===== config.mk =====
export PLATFORM = sky130hd
export DESIGN_NAME = cle_console
export DESIGN_NICKNAME = d
export VERILOG_FILES = /design/src/rtl/cle_pkg.sv /design/src/rtl/cle_console.sv
export VERILOG_INCLUDE_DIRS = /design/src /design/src/rtl
export SDC_FILE = /design/constraint.sdc
export NUM_CORES = 2
export LEC_CHECK = 0
export BUFFER_PORTS_ARGS = -buffer_cell sky130_fd_sc_hd__buf_2
export CAP_MARGIN = 40
export CELL_PAD_IN_SITES_DETAIL_PLACEMENT = 1
export CELL_PAD_IN_SITES_GLOBAL_PLACEMENT = 2
export CORE_MARGIN = 10
export CORE_UTILIZATION = 45
export DETAILED_ROUTE_END_ITERATION = 16
export GPL_ROUTABILITY_DRIVEN = 1
export PLACE_DENSITY_LB_ADDON = 0.1
export SLEW_MARGIN = 20
export SYNTH_ARGS = -nofsm -noshare
export SYNTH_HDL_FRONTEND = slang
export SYNTH_SLANG_ARGS = --single-unit

===== constraint.sdc =====
create_clock -name hclk -period 13.8 [get_ports hclk]
set_clock_uncertainty 0.15 [all_clocks]
set_input_delay 2.76 -clock hclk [delete_from_list [all_inputs] [get_ports hclk]]
set_output_delay 2.76 -clock hclk [all_outputs]
set_load 0.02 [all_outputs]

===== src/rtl/cle_cfg.svh =====
`ifndef CLE_CFG_SVH
`define CLE_CFG_SVH
// Contract
// - prompt ">>>" when awaiting a command
// - CR ends line, echoes CR LF; empty reprompts
// - rubout echo: hard-copy backslashes, video erase
// - rubout on empty line ignored
// - kill line echoes ^U CR LF, reprompts
// - pause holds output until resume
// - discard toggle, echo ^O only going on
// - prompt, error, program mode cancel discard
// - retype sends CR LF then line
// - abort echoes ^C, clears line, pause, discard
// - break aborts silently or halts program
// - other controls echo caret form, stored
// - over 80 counted characters is error
// - command known from first letter
// - blanks collapse; qualifiers skipped
// - hex arguments, case ignored
// - count bit 31 picks unload
// - command checksum byte must sum to zero
// - load data plus checksum sum to zero
// - unload sends bytes, then negated sum
// - errors reported after whole transfer
// - byte gap 1 s, checksum within 10 s
`define CLE_REG_CTRL 8'h00
`define CLE_REG_STAT 8'h04
`define CLE_REG_XADR 8'h08
`define CLE_CTRL_HDIS 0
`define CLE_CTRL_RUN 1
`define CLE_LINE_MAX 80
`define CLE_SEC_NS 1000000000
`define CLE_CLK_NS 100
`define CLE_SEC_CYC (`CLE_SEC_NS / `CLE_CLK_NS)
`define CLE_GAP_S 4'h1
`define CLE_CSUM_S 4'hA
`define CLE_CR 8'h0D
`define CLE_LF 8'h0A
`define CLE_BS 8'h08
`define CLE_SP 8'h20
`define CLE_TAB 8'h09
`define CLE_DEL 8'h7F
`define CLE_K_U 8'h15
`define CLE_K_S 8'h13
`define CLE_K_Q 8'h11
`define CLE_K_O 8'h0F
`define CLE_K_R 8'h12
`define CLE_K_C 8'h03
`define CLE_GT 8'h3E
`define CLE_BSL 8'h5C
`define CLE_CARET 8'h5E
`define CLE_QM 8'h3F
`define CLE_BANG 8'h21
`define CLE_SLASH 8'h2F
`define CLE_KEY_X 8'h58
`endif


===== src/rtl/cle_pkg.sv =====
package cle_pkg;
  typedef enum logic [10:0] {
    CLE_PROG = 11'h001,
    CLE_PRMT = 11'h002,
    CLE_EDIT = 11'h004,
    CLE_RTYP = 11'h008,
    CLE_PARS = 11'h010,
    CLE_CMD = 11'h020,
    CLE_XCS = 11'h040,
    CLE_XLD = 11'h080,
    CLE_XLCS = 11'h100,
    CLE_XUL = 11'h200,
    CLE_ERR = 11'h400
  } cle_state_t;
  typedef struct packed {
    logic [7:0] key;
    logic [31:0] arg0;
    logic [31:0] arg1;
    logic [1:0] nargs;
    logic hex_ok;
  } cle_cmd_t;
  typedef struct packed {
    logic we;
    logic [31:0] addr;
    logic [7:0] wdata;
  } cle_mem_t;
  typedef struct packed {
    logic vld;
    logic wr;
    logic [7:0] addr;
  } cle_ap_t;
endpackage : cle_pkg

===== src/rtl/cle_console.sv =====
// The AHB-Lite interface to the registers and the register addresses are this design's own decisions.
`timescale 1ns/1ns
`default_nettype none
`include "cle_cfg.svh"
module cle_console #(
  parameter int SEC_CYC = `CLE_SEC_CYC
) (
  input wire logic hclk,
  input wire logic hresetn,
  input wire logic hsel,
  input wire logic [31:0] haddr,
  input wire logic [1:0] htrans,
  input wire logic hwrite,
  input wire logic [2:0] hsize,
  input wire logic hready,
  input wire logic [31:0] hwdata,
  output logic [31:0] hrdata,
  output logic hreadyout,
  output logic hresp,
  input wire logic rx_valid,
  input wire logic [7:0] rx_data,
  input wire logic rx_err,
  input wire logic rx_break,
  output logic rx_ready,
  output logic tx_valid,
  output logic [7:0] tx_data,
  input wire logic tx_ready,
  input wire logic video_mode,
  output logic mem_req,
  output cle_pkg::cle_mem_t mem_o,
  input wire logic mem_ack,
  input wire logic mem_err,
  input wire logic [7:0] mem_rdata,
  output logic cmd_valid,
  output cle_pkg::cle_cmd_t cmd_o,
  input wire logic cmd_done,
  input wire logic cmd_err,
  output logic halt_req
);
  initial begin
    if (SEC_CYC < 2 || SEC_CYC > 16777215) begin
      $error("SEC_CYC out of range");
    end
  end

  // ----------------------------------------
  // helpers
  // ----------------------------------------
  function automatic logic is_ctl(input logic [7:0] c);
    is_ctl = (c < 8'h20) || (c >= 8'h80 && c <= 8'h9F);
  endfunction : is_ctl
  function automatic logic [7:0] upc(input logic [7:0] c);
    upc = (c >= 8'h61 && c <= 8'h7A) ? c - 8'h20 : c;
  endfunction : upc
  function automatic logic [4:0] hexv(input logic [7:0] c);
    if (c >= 8'h30 && c <= 8'h39) begin
      hexv = {1'b1, c[3:0]};
    end else if (c >= 8'h41 && c <= 8'h46) begin
      hexv = {1'b1, c[3:0] + 4'h9};
    end else begin
      hexv = 5'h00;
    end
  endfunction : hexv

  cle_pkg::cle_state_t st_r, st_nxt;
  logic [7:0] oq_r [0:5];
  logic [7:0] pb [0:5];
  logic [2:0] on_r, pn;
  logic [7:0] buf_r [0:`CLE_LINE_MAX];
  logic [7:0] cnt_r, sum_r, c, last;
  logic [6:0] ix_r, lim;
  logic rub_r, pause_r, disc_r, arm_r, hdis_r;
  logic vid_s1_r, vid_r;
  logic e_store, e_rub, e_ps, e_pc, e_arm, e_dc, e_dt, e_ix, e_mw;
  logic rx_take, pop, run_p;
  logic [23:0] div_r;
  logic [3:0] secs_r;
  logic [7:0] key_r, xsum_r;
  logic [1:0] tok_r, na_r;
  logic has_r, bad_r, hexok_r;
  logic [31:0] a0_r, a1_r, xadr_r;
  logic [30:0] xcnt_r;
  logic xerr_r, mreq_r, ul;
  cle_pkg::cle_ap_t ap_r;

  // ----------------------------------------
  // register bus
  // ----------------------------------------
  assign hreadyout = 1'b1;
  assign hresp = 1'b0;
  assign run_p = ap_r.vld && ap_r.wr && ap_r.addr == `CLE_REG_CTRL
    && hwdata[`CLE_CTRL_RUN];

  always_ff @(posedge hclk or negedge hresetn) begin
    if (!hresetn) begin
      ap_r <= '0;
      hrdata <= 32'h0000_0000;
    end else if (hready) begin
      ap_r.vld <= hsel && htrans[1];
      ap_r.wr <= hwrite;
      ap_r.addr <= haddr[7:0];
      case (haddr[7:0])
        `CLE_REG_CTRL: hrdata <= {31'h0, hdis_r};
        `CLE_REG_STAT: hrdata <= {8'h00, key_r, cnt_r, 4'h0, xerr_r,
          disc_r, pause_r, st_r != cle_pkg::CLE_PROG};
        `CLE_REG_XADR: hrdata <= xadr_r;
        default: hrdata <= 32'h0000_0000;
      endcase
    end
  end

  always_ff @(posedge hclk or negedge hresetn) begin
    if (!hresetn) begin
      hdis_r <= 1'b0;
    end else if (ap_r.vld && ap_r.wr && ap_r.addr == `CLE_REG_CTRL) begin
      hdis_r <= hwdata[`CLE_CTRL_HDIS];
    end
  end

  // ----------------------------------------
  // pins and timebase
  // ----------------------------------------
  always_ff @(posedge hclk or negedge hresetn) begin
    if (!hresetn) begin
      vid_s1_r <= 1'b0;
      vid_r <= 1'b0;
    end else begin
      vid_s1_r <= video_mode;
      vid_r <= vid_s1_r;
    end
  end

  // restarting on each byte makes the gap limit exact, not +-1 s
  always_ff @(posedge hclk or negedge hresetn) begin
    if (!hresetn) begin
      div_r <= 24'h000000;
      secs_r <= 4'h0;
    end else if (rx_take || st_r != st_nxt) begin
      div_r <= 24'h000000;
      secs_r <= 4'h0;
    end else if (div_r == 24'(SEC_CYC - 1)) begin
      div_r <= 24'h000000;
      if (secs_r != 4'hF) begin
        secs_r <= secs_r + 4'h1;
      end
    end else begin
      div_r <= div_r + 24'h000001;
    end
  end

  // ----------------------------------------
  // output queue
  // ----------------------------------------
  assign tx_valid = on_r != 3'd0 && !disc_r && !pause_r;
  assign tx_data = oq_r[0];
  assign pop = on_r != 3'd0 && (disc_r || (tx_ready && !pause_r));
  assign rx_ready = on_r == 3'd0 && !mreq_r && (st_r == cle_pkg::CLE_EDIT
    || st_r == cle_pkg::CLE_XCS || st_r == cle_pkg::CLE_XLD
    || st_r == cle_pkg::CLE_XLCS || st_r == cle_pkg::CLE_XUL);
  assign rx_take = rx_valid && rx_ready;

  always_ff @(posedge hclk or negedge hresetn) begin
    if (!hresetn) begin
      on_r <= 3'd0;
      for (int i = 0; i < 6; i++) begin
        oq_r[i] <= 8'h00;
      end
    end else if (rx_break) begin
      on_r <= 3'd0;
    end else if (pn != 3'd0) begin
      on_r <= pn;
      for (int i = 0; i < 6; i++) begin
        oq_r[i] <= pb[i];
      end
    end else if (pop) begin
      on_r <= on_r - 3'd1;
      for (int i = 0; i < 5; i++) begin
        oq_r[i] <= oq_r[i + 1];
      end
    end
  end

  // ----------------------------------------
  // control machine
  // ----------------------------------------
  assign c = rx_data;
  assign last = buf_r[cnt_r > 8'd81 ? 7'd80 : 7'(cnt_r - 8'd1)];
  assign lim = cnt_r > 8'd81 ? 7'd81 : cnt_r[6:0];
  assign ul = st_r == cle_pkg::CLE_EDIT || st_r == cle_pkg::CLE_XUL;

  always_comb begin
    st_nxt = st_r;
    pn = 3'd0;
    for (int i = 0; i < 6; i++) begin
      pb[i] = 8'h00;
    end
    {e_store, e_rub, e_ps, e_pc, e_arm, e_dc, e_dt, e_ix, e_mw} = '0;
    if (rx_break) begin
      if (st_r != cle_pkg::CLE_PROG) begin
        st_nxt = cle_pkg::CLE_PRMT;
        e_pc = 1'b1;
        e_dc = 1'b1;
      end else if (!hdis_r) begin
        st_nxt = cle_pkg::CLE_PRMT;
      end
    end else if (run_p && st_r != cle_pkg::CLE_PROG) begin
      st_nxt = cle_pkg::CLE_PROG;
      e_dc = 1'b1;
      e_pc = 1'b1;
    end else if (rx_take && ul && (c == `CLE_K_S || c == `CLE_K_Q
        || c == `CLE_K_O || c == `CLE_K_C)) begin
      case (c)
        `CLE_K_S: e_ps = 1'b1;
        `CLE_K_Q: e_pc = 1'b1;
        `CLE_K_O: begin
          e_pc = 1'b1;
          if (disc_r) begin
            e_dc = 1'b1;
          end else begin
            pb[0] = `CLE_CARET;
            pb[1] = 8'h4F;
            pb[2] = `CLE_CR;
            pb[3] = `CLE_LF;
            pn = 3'd4;
            e_arm = 1'b1;
          end
        end
        default: begin
          pb[0] = `CLE_CARET;
          pb[1] = 8'h43;
          pb[2] = `CLE_CR;
          pb[3] = `CLE_LF;
          pn = 3'd4;
          e_pc = 1'b1;
          e_dc = 1'b1;
          st_nxt = cle_pkg::CLE_PRMT;
        end
      endcase
    end else begin
      case (st_r)
        cle_pkg::CLE_PRMT, cle_pkg::CLE_ERR: begin
          e_dc = 1'b1;
          if (on_r == 3'd0 && !disc_r) begin
            pb[0] = st_r == cle_pkg::CLE_ERR ? `CLE_QM : `CLE_GT;
            pb[1] = st_r == cle_pkg::CLE_ERR ? `CLE_CR : `CLE_GT;
            pb[2] = st_r == cle_pkg::CLE_ERR ? `CLE_LF : `CLE_GT;
            pn = 3'd3;
            st_nxt = st_r == cle_pkg::CLE_ERR ? cle_pkg::CLE_PRMT
              : cle_pkg::CLE_EDIT;
          end
        end
        cle_pkg::CLE_EDIT: begin
          if (rx_take) begin
            case (c)
              `CLE_CR: begin
                pb[0] = `CLE_CR;
                pb[1] = `CLE_LF;
                pn = 3'd2;
                st_nxt = cnt_r > 8'(`CLE_LINE_MAX) ? cle_pkg::CLE_ERR
                  : cle_pkg::CLE_PARS;
              end
              `CLE_DEL: begin
                if (cnt_r != 8'd0) begin
                  e_rub = 1'b1;
                  if (vid_r) begin
                    pb[0] = `CLE_BS;
                    pb[1] = `CLE_SP;
                    pb[2] = `CLE_BS;
                    pb[3] = `CLE_BS;
                    pb[4] = `CLE_SP;
                    pb[5] = `CLE_BS;
                    pn = is_ctl(last) ? 3'd6 : 3'd3;
                  end else begin
                    pn = rub_r ? 3'd0 : 3'd1;
                    pb[0] = `CLE_BSL;
                    pb[pn] = is_ctl(last) ? `CLE_CARET : last;
                    pb[pn + 3'd1] = last + 8'h40;
                    pn = pn + (is_ctl(last) ? 3'd2 : 3'd1);
                  end
                end
              end
              `CLE_K_U: begin
                pb[0] = `CLE_CARET;
                pb[1] = 8'h55;
                pb[2] = `CLE_CR;
                pb[3] = `CLE_LF;
                pn = 3'd4;
                st_nxt = cle_pkg::CLE_PRMT;
              end
              `CLE_K_R: begin
                pb[0] = `CLE_CR;
                pb[1] = `CLE_LF;
                pn = 3'd2;
                st_nxt = cle_pkg::CLE_RTYP;
              end
              default: begin
                e_store = 1'b1;
                pn = rub_r ? 3'd1 : 3'd0;
                pb[0] = `CLE_BSL;
                pb[pn] = is_ctl(c) ? `CLE_CARET : c;
                pb[pn + 3'd1] = c + 8'h40;
                pn = pn + (is_ctl(c) ? 3'd2 : 3'd1);
              end
            endcase
          end
        end
        cle_pkg::CLE_RTYP: begin
          if (on_r == 3'd0) begin
            if (ix_r < lim) begin
              e_ix = 1'b1;
              pb[0] = is_ctl(buf_r[ix_r]) ? `CLE_CARET : buf_r[ix_r];
              pb[1] = buf_r[ix_r] + 8'h40;
              pn = is_ctl(buf_r[ix_r]) ? 3'd2 : 3'd1;
            end else begin
              st_nxt = cle_pkg::CLE_EDIT;
            end
          end
        end
        cle_pkg::CLE_PARS: begin
          if (ix_r != cnt_r[6:0]) begin
            e_ix = 1'b1;
          end else if (!has_r || key_r == `CLE_BANG) begin
            st_nxt = cle_pkg::CLE_PRMT;
          end else if (bad_r) begin
            st_nxt = cle_pkg::CLE_ERR;
          end else if (key_r == `CLE_KEY_X) begin
            st_nxt = na_r == 2'd2 && hexok_r ? cle_pkg::CLE_XCS
              : cle_pkg::CLE_ERR;
          end else begin
            st_nxt = cle_pkg::CLE_CMD;
          end
        end
        cle_pkg::CLE_CMD: begin
          if (cmd_done) begin
            st_nxt = cmd_err ? cle_pkg::CLE_ERR : cle_pkg::CLE_PRMT;
          end
        end
        cle_pkg::CLE_XCS: begin
          if (rx_take) begin
            if (sum_r + c == 8'h00) begin
              pb[0] = `CLE_GT;
              pb[1] = `CLE_GT;
              pb[2] = `CLE_GT;
              pn = 3'd3;
              e_dc = 1'b1;
              st_nxt = a1_r[31] ? cle_pkg::CLE_XUL
                : xcnt_r == 31'd0 ? cle_pkg::CLE_XLCS : cle_pkg::CLE_XLD;
            end else begin
              st_nxt = cle_pkg::CLE_ERR;
            end
          end else if (secs_r >= `CLE_CSUM_S) begin
            st_nxt = cle_pkg::CLE_ERR;
          end
        end
        cle_pkg::CLE_XLD: begin
          if (rx_take) begin
            e_mw = 1'b1;
            if (xcnt_r == 31'd1) begin
              st_nxt = cle_pkg::CLE_XLCS;
            end
          end else if (secs_r >= `CLE_GAP_S) begin
            st_nxt = cle_pkg::CLE_ERR;
          end
        end
        cle_pkg::CLE_XLCS: begin
          if (rx_take) begin
            st_nxt = xsum_r + c == 8'h00 && !xerr_r && !rx_err
              ? cle_pkg::CLE_PRMT : cle_pkg::CLE_ERR;
          end else if (secs_r >= `CLE_CSUM_S) begin
            st_nxt = cle_pkg::CLE_ERR;
          end
        end
        cle_pkg::CLE_XUL: begin
          if (mreq_r && mem_ack) begin
            pb[0] = mem_rdata;
            pn = 3'd1;
          end else if (xcnt_r == 31'd0 && !mreq_r && on_r == 3'd0) begin
            pb[0] = 8'h00 - xsum_r;
            pn = 3'd1;
            st_nxt = xerr_r ? cle_pkg::CLE_ERR : cle_pkg::CLE_PRMT;
          end
        end
        default: st_nxt = st_r;
      endcase
    end
  end

  always_ff @(posedge hclk or negedge hresetn) begin
    if (!hresetn) begin
      st_r <= cle_pkg::CLE_PRMT;
      halt_req <= 1'b0;
    end else begin
      st_r <= st_nxt;
      halt_req <= rx_break && st_r == cle_pkg::CLE_PROG && !hdis_r;
    end
  end

  always_ff @(posedge hclk or negedge hresetn) begin
    if (!hresetn) begin
      pause_r <= 1'b0;
      disc_r <= 1'b0;
      arm_r <= 1'b0;
    end else begin
      if (e_pc) begin
        pause_r <= 1'b0;
      end else if (e_ps) begin
        pause_r <= 1'b1;
      end
      // arm waits for the ^O echo to leave before discarding
      if (e_dc) begin
        disc_r <= 1'b0;
        arm_r <= 1'b0;
      end else if (e_arm) begin
        arm_r <= 1'b1;
      end else if (arm_r && on_r == 3'd0) begin
        disc_r <= 1'b1;
        arm_r <= 1'b0;
      end
    end
  end

  // ----------------------------------------
  // line buffer and length count
  // ----------------------------------------
  always_ff @(posedge hclk or negedge hresetn) begin
    if (!hresetn) begin
      cnt_r <= 8'd0;
      sum_r <= 8'h00;
      rub_r <= 1'b0;
      for (int i = 0; i <= `CLE_LINE_MAX; i++) begin
        buf_r[i] <= 8'h00;
      end
    end else if (st_r == cle_pkg::CLE_PRMT || rx_break) begin
      cnt_r <= 8'd0;
      sum_r <= 8'h00;
      rub_r <= 1'b0;
    end else if (e_store) begin
      if (cnt_r <= 8'(`CLE_LINE_MAX)) begin
        buf_r[cnt_r[6:0]] <= c;
      end
      if (cnt_r != 8'hFF) begin
        cnt_r <= cnt_r + 8'd1;
      end
      sum_r <= sum_r + c;
      rub_r <= 1'b0;
    end else if (e_rub) begin
      cnt_r <= cnt_r - 8'd1;
      sum_r <= sum_r - last;
      rub_r <= !vid_r;
    end
  end

  // ----------------------------------------
  // parser
  // ----------------------------------------
  always_ff @(posedge hclk or negedge hresetn) begin
    logic [7:0] u;
    logic [4:0] h;
    if (!hresetn) begin
      ix_r <= 7'd0;
      {key_r, tok_r, na_r, has_r, bad_r, hexok_r} <= '0;
      a0_r <= 32'h0000_0000;
      a1_r <= 32'h0000_0000;
    end else if (st_r != st_nxt) begin
      ix_r <= 7'd0;
      if (st_nxt == cle_pkg::CLE_PARS) begin
        {key_r, tok_r, na_r, has_r, bad_r} <= '0;
        hexok_r <= 1'b1;
        a0_r <= 32'h0000_0000;
        a1_r <= 32'h0000_0000;
      end
    end else if (e_ix) begin
      ix_r <= ix_r + 7'd1;
      u = upc(buf_r[ix_r]);
      h = hexv(u);
      if (st_r != cle_pkg::CLE_PARS || key_r == `CLE_BANG) begin
        bad_r <= bad_r;
      end else if (is_ctl(u)) begin
        bad_r <= 1'b1;
      end else if (u == `CLE_SP || u == `CLE_TAB) begin
        tok_r <= 2'd0;
      end else if (!has_r) begin
        key_r <= u;
        has_r <= 1'b1;
        tok_r <= 2'd1;
      end else if (u == `CLE_SLASH) begin
        tok_r <= 2'd3;
      end else if (tok_r == 2'd0) begin
        tok_r <= 2'd2;
        na_r <= na_r == 2'd3 ? 2'd3 : na_r + 2'd1;
        hexok_r <= hexok_r && h[4];
        if (na_r == 2'd0) begin
          a0_r <= {28'h0, h[3:0]};
        end else if (na_r == 2'd1) begin
          a1_r <= {28'h0, h[3:0]};
        end
      end else if (tok_r == 2'd2) begin
        hexok_r <= hexok_r && h[4];
        if (na_r == 2'd1) begin
          a0_r <= {a0_r[27:0], h[3:0]};
        end else if (na_r == 2'd2) begin
          a1_r <= {a1_r[27:0], h[3:0]};
        end
      end
    end
  end

  assign cmd_valid = st_r == cle_pkg::CLE_CMD;
  assign cmd_o = '{key: key_r, arg0: a0_r, arg1: a1_r, nargs: na_r,
    hex_ok: hexok_r};

  // ----------------------------------------
  // binary transfer and memory port
  // ----------------------------------------
  assign mem_req = mreq_r;

  always_ff @(posedge hclk or negedge hresetn) begin
    if (!hresetn) begin
      mreq_r <= 1'b0;
      mem_o <= '0;
      xadr_r <= 32'h0000_0000;
      xcnt_r <= 31'd0;
      xsum_r <= 8'h00;
      xerr_r <= 1'b0;
    end else if (st_r == cle_pkg::CLE_PARS) begin
      xadr_r <= a0_r;
      xcnt_r <= a1_r[30:0];
      xsum_r <= 8'h00;
      xerr_r <= 1'b0;
    end else if (mreq_r) begin
      if (mem_ack) begin
        mreq_r <= 1'b0;
        xadr_r <= xadr_r + 32'h0000_0001;
        xerr_r <= xerr_r || mem_err;
        if (!mem_o.we) begin
          xsum_r <= xsum_r + mem_rdata;
          xcnt_r <= xcnt_r - 31'd1;
        end
      end
    end else if (e_mw) begin
      mreq_r <= 1'b1;
      mem_o <= '{we: 1'b1, addr: xadr_r, wdata: c};
      xsum_r <= xsum_r + c;
      xcnt_r <= xcnt_r - 31'd1;
      xerr_r <= xerr_r || rx_err;
    end else if (st_r == cle_pkg::CLE_XUL && st_nxt == st_r
        && on_r == 3'd0 && xcnt_r != 31'd0 && !rx_take) begin
      mreq_r <= 1'b1;
      mem_o <= '{we: 1'b0, addr: xadr_r, wdata: 8'h00};
    end
  end
endmodule : cle_console
`default_nettype wire


==> qor.yml <==
status: "finished clean"
synth_edf_count: 0
ant_nets: 0
drt_iter0_drc: 3876
finalHoldViolations: 0
yosys.cell_types.count: 116
pre_cts_ws_ps: 4720
hold_start: "vid_s1_r"
antenna_found_initial: 5
min_period_over_period_pct: 67.0
final-seq-area_um2: 24700
slowest_delay_ps: 800
min_period_ps: 9240
drc: 0
totalWireLength_um: 217000
clock.fmax_mhz: 108
overflow: 0
p_leak_uw: 0.0276
critPathKind: "flop to flop"
p_switching_uw: 5900
cts.clk_slew.worst_paths_ps: 60
grt_max_degree: 142
rsz0062_at_grt: "no"
cts_tree: "built"
die_x_um: 372
synth_cells: 5193
relSlewSlack_pct: 36.3
p_sw_share_pct: 47.2
holdPathStages: 0
grt_pass1_wl_um: 322000
worstMarginPinSlew_ps: 932
drtPass1Iterations: 6
ys.flop_type: "dfrtp_1"
syn_area_per_cell_um2: 10.7
ir_worst_vdd_v: 0.000330
nNetsFinal: 5479
nFillCells: 13200
vias: 45200
ys_async_sr_fraction_pct: 100
sequentialPowerShare_pct: 25.7
postCtsSetupBuffers: 0
initial_core_util_pct: 45.2
drv_cap: 0
cts.sinks: 986
r2r-start: "cnt_r[1]"
postSynthNetCount: 5361
wl_per_cell_um: 30.7
grtUsageTotal_pct: 30.9
clockBufferDepth: 3
cp_common_cell: "buf_4"
synth-seq-cells: 986
grt_pass1_vias: 46200
dieHeight_um: 372
p_int_uw: 6610
ctsHoldBuffers: 0
cts_buffers: 113
ys_warn_count: 0
reg2reg_to: "tx_data[6]"
hold_path_class: "flop to flop"
multi_input_area_um2: 29200
dieArea_um2: 139000
slowest_stage: "dfrtp_1"
hold_path_end: "vid_r"
ff2ff_path_depth: 29
slew_viol_final: 0
powerDensity_nw_per_um2: 199
syn_to_final_growth_pct: 12.9
dp_hpwl_um: 147000
setup_viol: 0
p_clk_share_pct: 25.2
drive_gt1_share_pct: 26.4
hold_slack_ps: 204
post_cts_resized: 0
setup_tns_ps: 0
core.rowCount: 129
synthesis.area_um2: 55800
core_um2: 123000
critPathMaxFanout: 57
cts_root_buf: "clkbuf_16"
synth-seq-area-share_pct: 44.2
io_buffers: 201
worstSetupEndpointType: "flop"
viasPerCell: 6.41
ios: 262
required_ps: 14280
power_frac_comb_pct: 49.1
arrival_ps: 9720
gp_congestion: 0.918
clock_latency_ps: 760
h-tree-depth: 3
ff2ff_setup_slack_ps: 4560
critPathLaunchType: "flop"
fin_ws_ps: 4560
[synthesized netlist by cell type, drive strengths merged (14+ instances only)]
cell,number,share of area (%)
a2111oi,14,0.22
a211oi,57,0.79
a21o,22,0.30
a21oi,163,1.5
a221oi,44,0.70
a22o,76,1.2
a22oi,55,0.74
a31oi,41,0.46
a32oi,14,0.23
and2,28,0.31
and3,29,0.32
buf,147,1.6
clkbuf,226,1.5
dfrtp,985,44
ha,66,1.5
inv,105,0.71
mux2,581,12
mux2i,142,2.6
mux4,205,8.3
nand2,685,4.6
nand2b,27,0.30
nand3,190,1.7
nand4,32,0.36
nor2,261,1.8
nor2b,36,0.40
nor3,80,0.74
nor4,46,0.54
o2111ai,16,0.25
o211ai,18,0.25
o21ai,338,3.0
o221ai,15,0.24
o22ai,41,0.46
or3,28,0.31
xnor2,79,1.2
xor2,65,1.0
[state kept, by name (all words and copies together) (netlist names), 22 cells and up]
name	cells
div_r	24
a0_r	32
xcnt_r	31
xadr_r	32
buf_r	648
oq_r	22
mem_o	41
a1_r	32
hrdata	32
[critical path, delay by kind of cell (launching register included)]
| kind | cells | cell delay, ps |
|---|---|---|
| compound gates | 11 | 3190 |
| fa+ha+maj | 3 | 950 |
| simple gates | 8 | 1590 |
| buf+inv | 7 | 2360 |
| flops | 1 | 800 |
[final cells by class]
cell class                 count  share of cell area (%)
clock buffer                 176                    5.41
multi-input combinational   3727                    46.3
timing repair buffer         376                    4.44
inverter                     107                   0.637
antenna                        2                 0.00794
tap                         1637                    3.25
clock inverter                34                   0.727
sequential                   986                    39.2
[cell usage in the layout (no fill, tap or decap), types with 26 or more instances in the layout]
master	synthesis	layout
mux2_2	579	579
nor2_1	260	255
nand4_1	32	32
xor2_1	65	64
nand2_1	684	684
o22ai_1	41	41
a31oi_1	41	39
and3_1	29	29
clkbuf_16	0	115
nor3_1	78	74
mux2i_1	141	141
nand3_1	190	190
dfrtp_1	985	980
a22o_1	76	76
ha_1	66	65
buf_2	70	204
a211oi_1	56	56
a21oi_1	155	155
nand2b_1	27	27
a221oi_1	43	43
clkbuf_1	224	31
inv_1	104	100
nor2b_1	36	35
buf_4	35	130
a22oi_1	55	55
or3_1	28	28
xnor2_1	79	76
nor4_1	44	39
mux4_2	205	205
clkbuf_8	0	30
o21ai_0	323	323
and2_1	26	26
[metal layers]
| layer | wire length [µm] | up-vias | global-route usage [%] |
|---|---|---|---|
| met5 | 41 | - | 0 |
| met4 | 10300 | 6 | 12.9 |
| met3 | 15100 | 435 | 5.78 |
| met2 | 100000 | 1595 | 49.1 |
| met1 | 91000 | 23700 | 41.2 |
| li1 | - | 19400 | - |
[power by group through the flow]
stage	registers, µW	clock network (µW)	logic (µW)
2_1_floorplan	3170	0	3380
3_3_place_gp	3250	0	5790
3_5_place_dp	3260	0	5930
4_1_cts	3210	3200	5950
5_1_grt	3230	3340	6380
6_report	3210	3160	6150
[through the flow]
| step | power (µW) | std cells | instance area [µm²] | util [%] |
|---|---|---|---|---|
| floorplan | 6540 | 5193 | 55800 | - |
| global placement | 9040 | 6772 | 58300 | 47.2 |
| detailed placement | 9190 | 6818 | 58900 | 47.7 |
| CTS | 12400 | 7028 | 62800 | 50.8 |
| global route | 12900 | 7043 | 63000 | 51.0 |
| finish | 12500 | 7045 | 63000 | 51.0 |
[worst max path at each step]
stage                   from         end  slack, ps
floorplan           cnt_r[0]    oq_r[19]       6660
global placement    cnt_r[1]    oq_r[34]       4710
detailed placement  cnt_r[1]    oq_r[19]       4720
CTS                 cnt_r[1]  tx_data[6]       4690
global route        cnt_r[1]  tx_data[3]       4200
finish              cnt_r[1]  tx_data[6]       4560
[kinds of logic (layout without fill, tap and decap cells)]
group           Yosys count  count (layout)  synth area share (%)
simple gates           1516            1516                  12.5
compound gates         1064            1064                  12.9
flops                   986             986                  44.2
mux                     928             928                  22.6
buf+inv                 480             693                  3.88
xor+xnor                144             144                  2.26
fa+ha+maj                73              73                  1.66
other cells               2               4                0.0135
(Power assumes the default switching activity.)
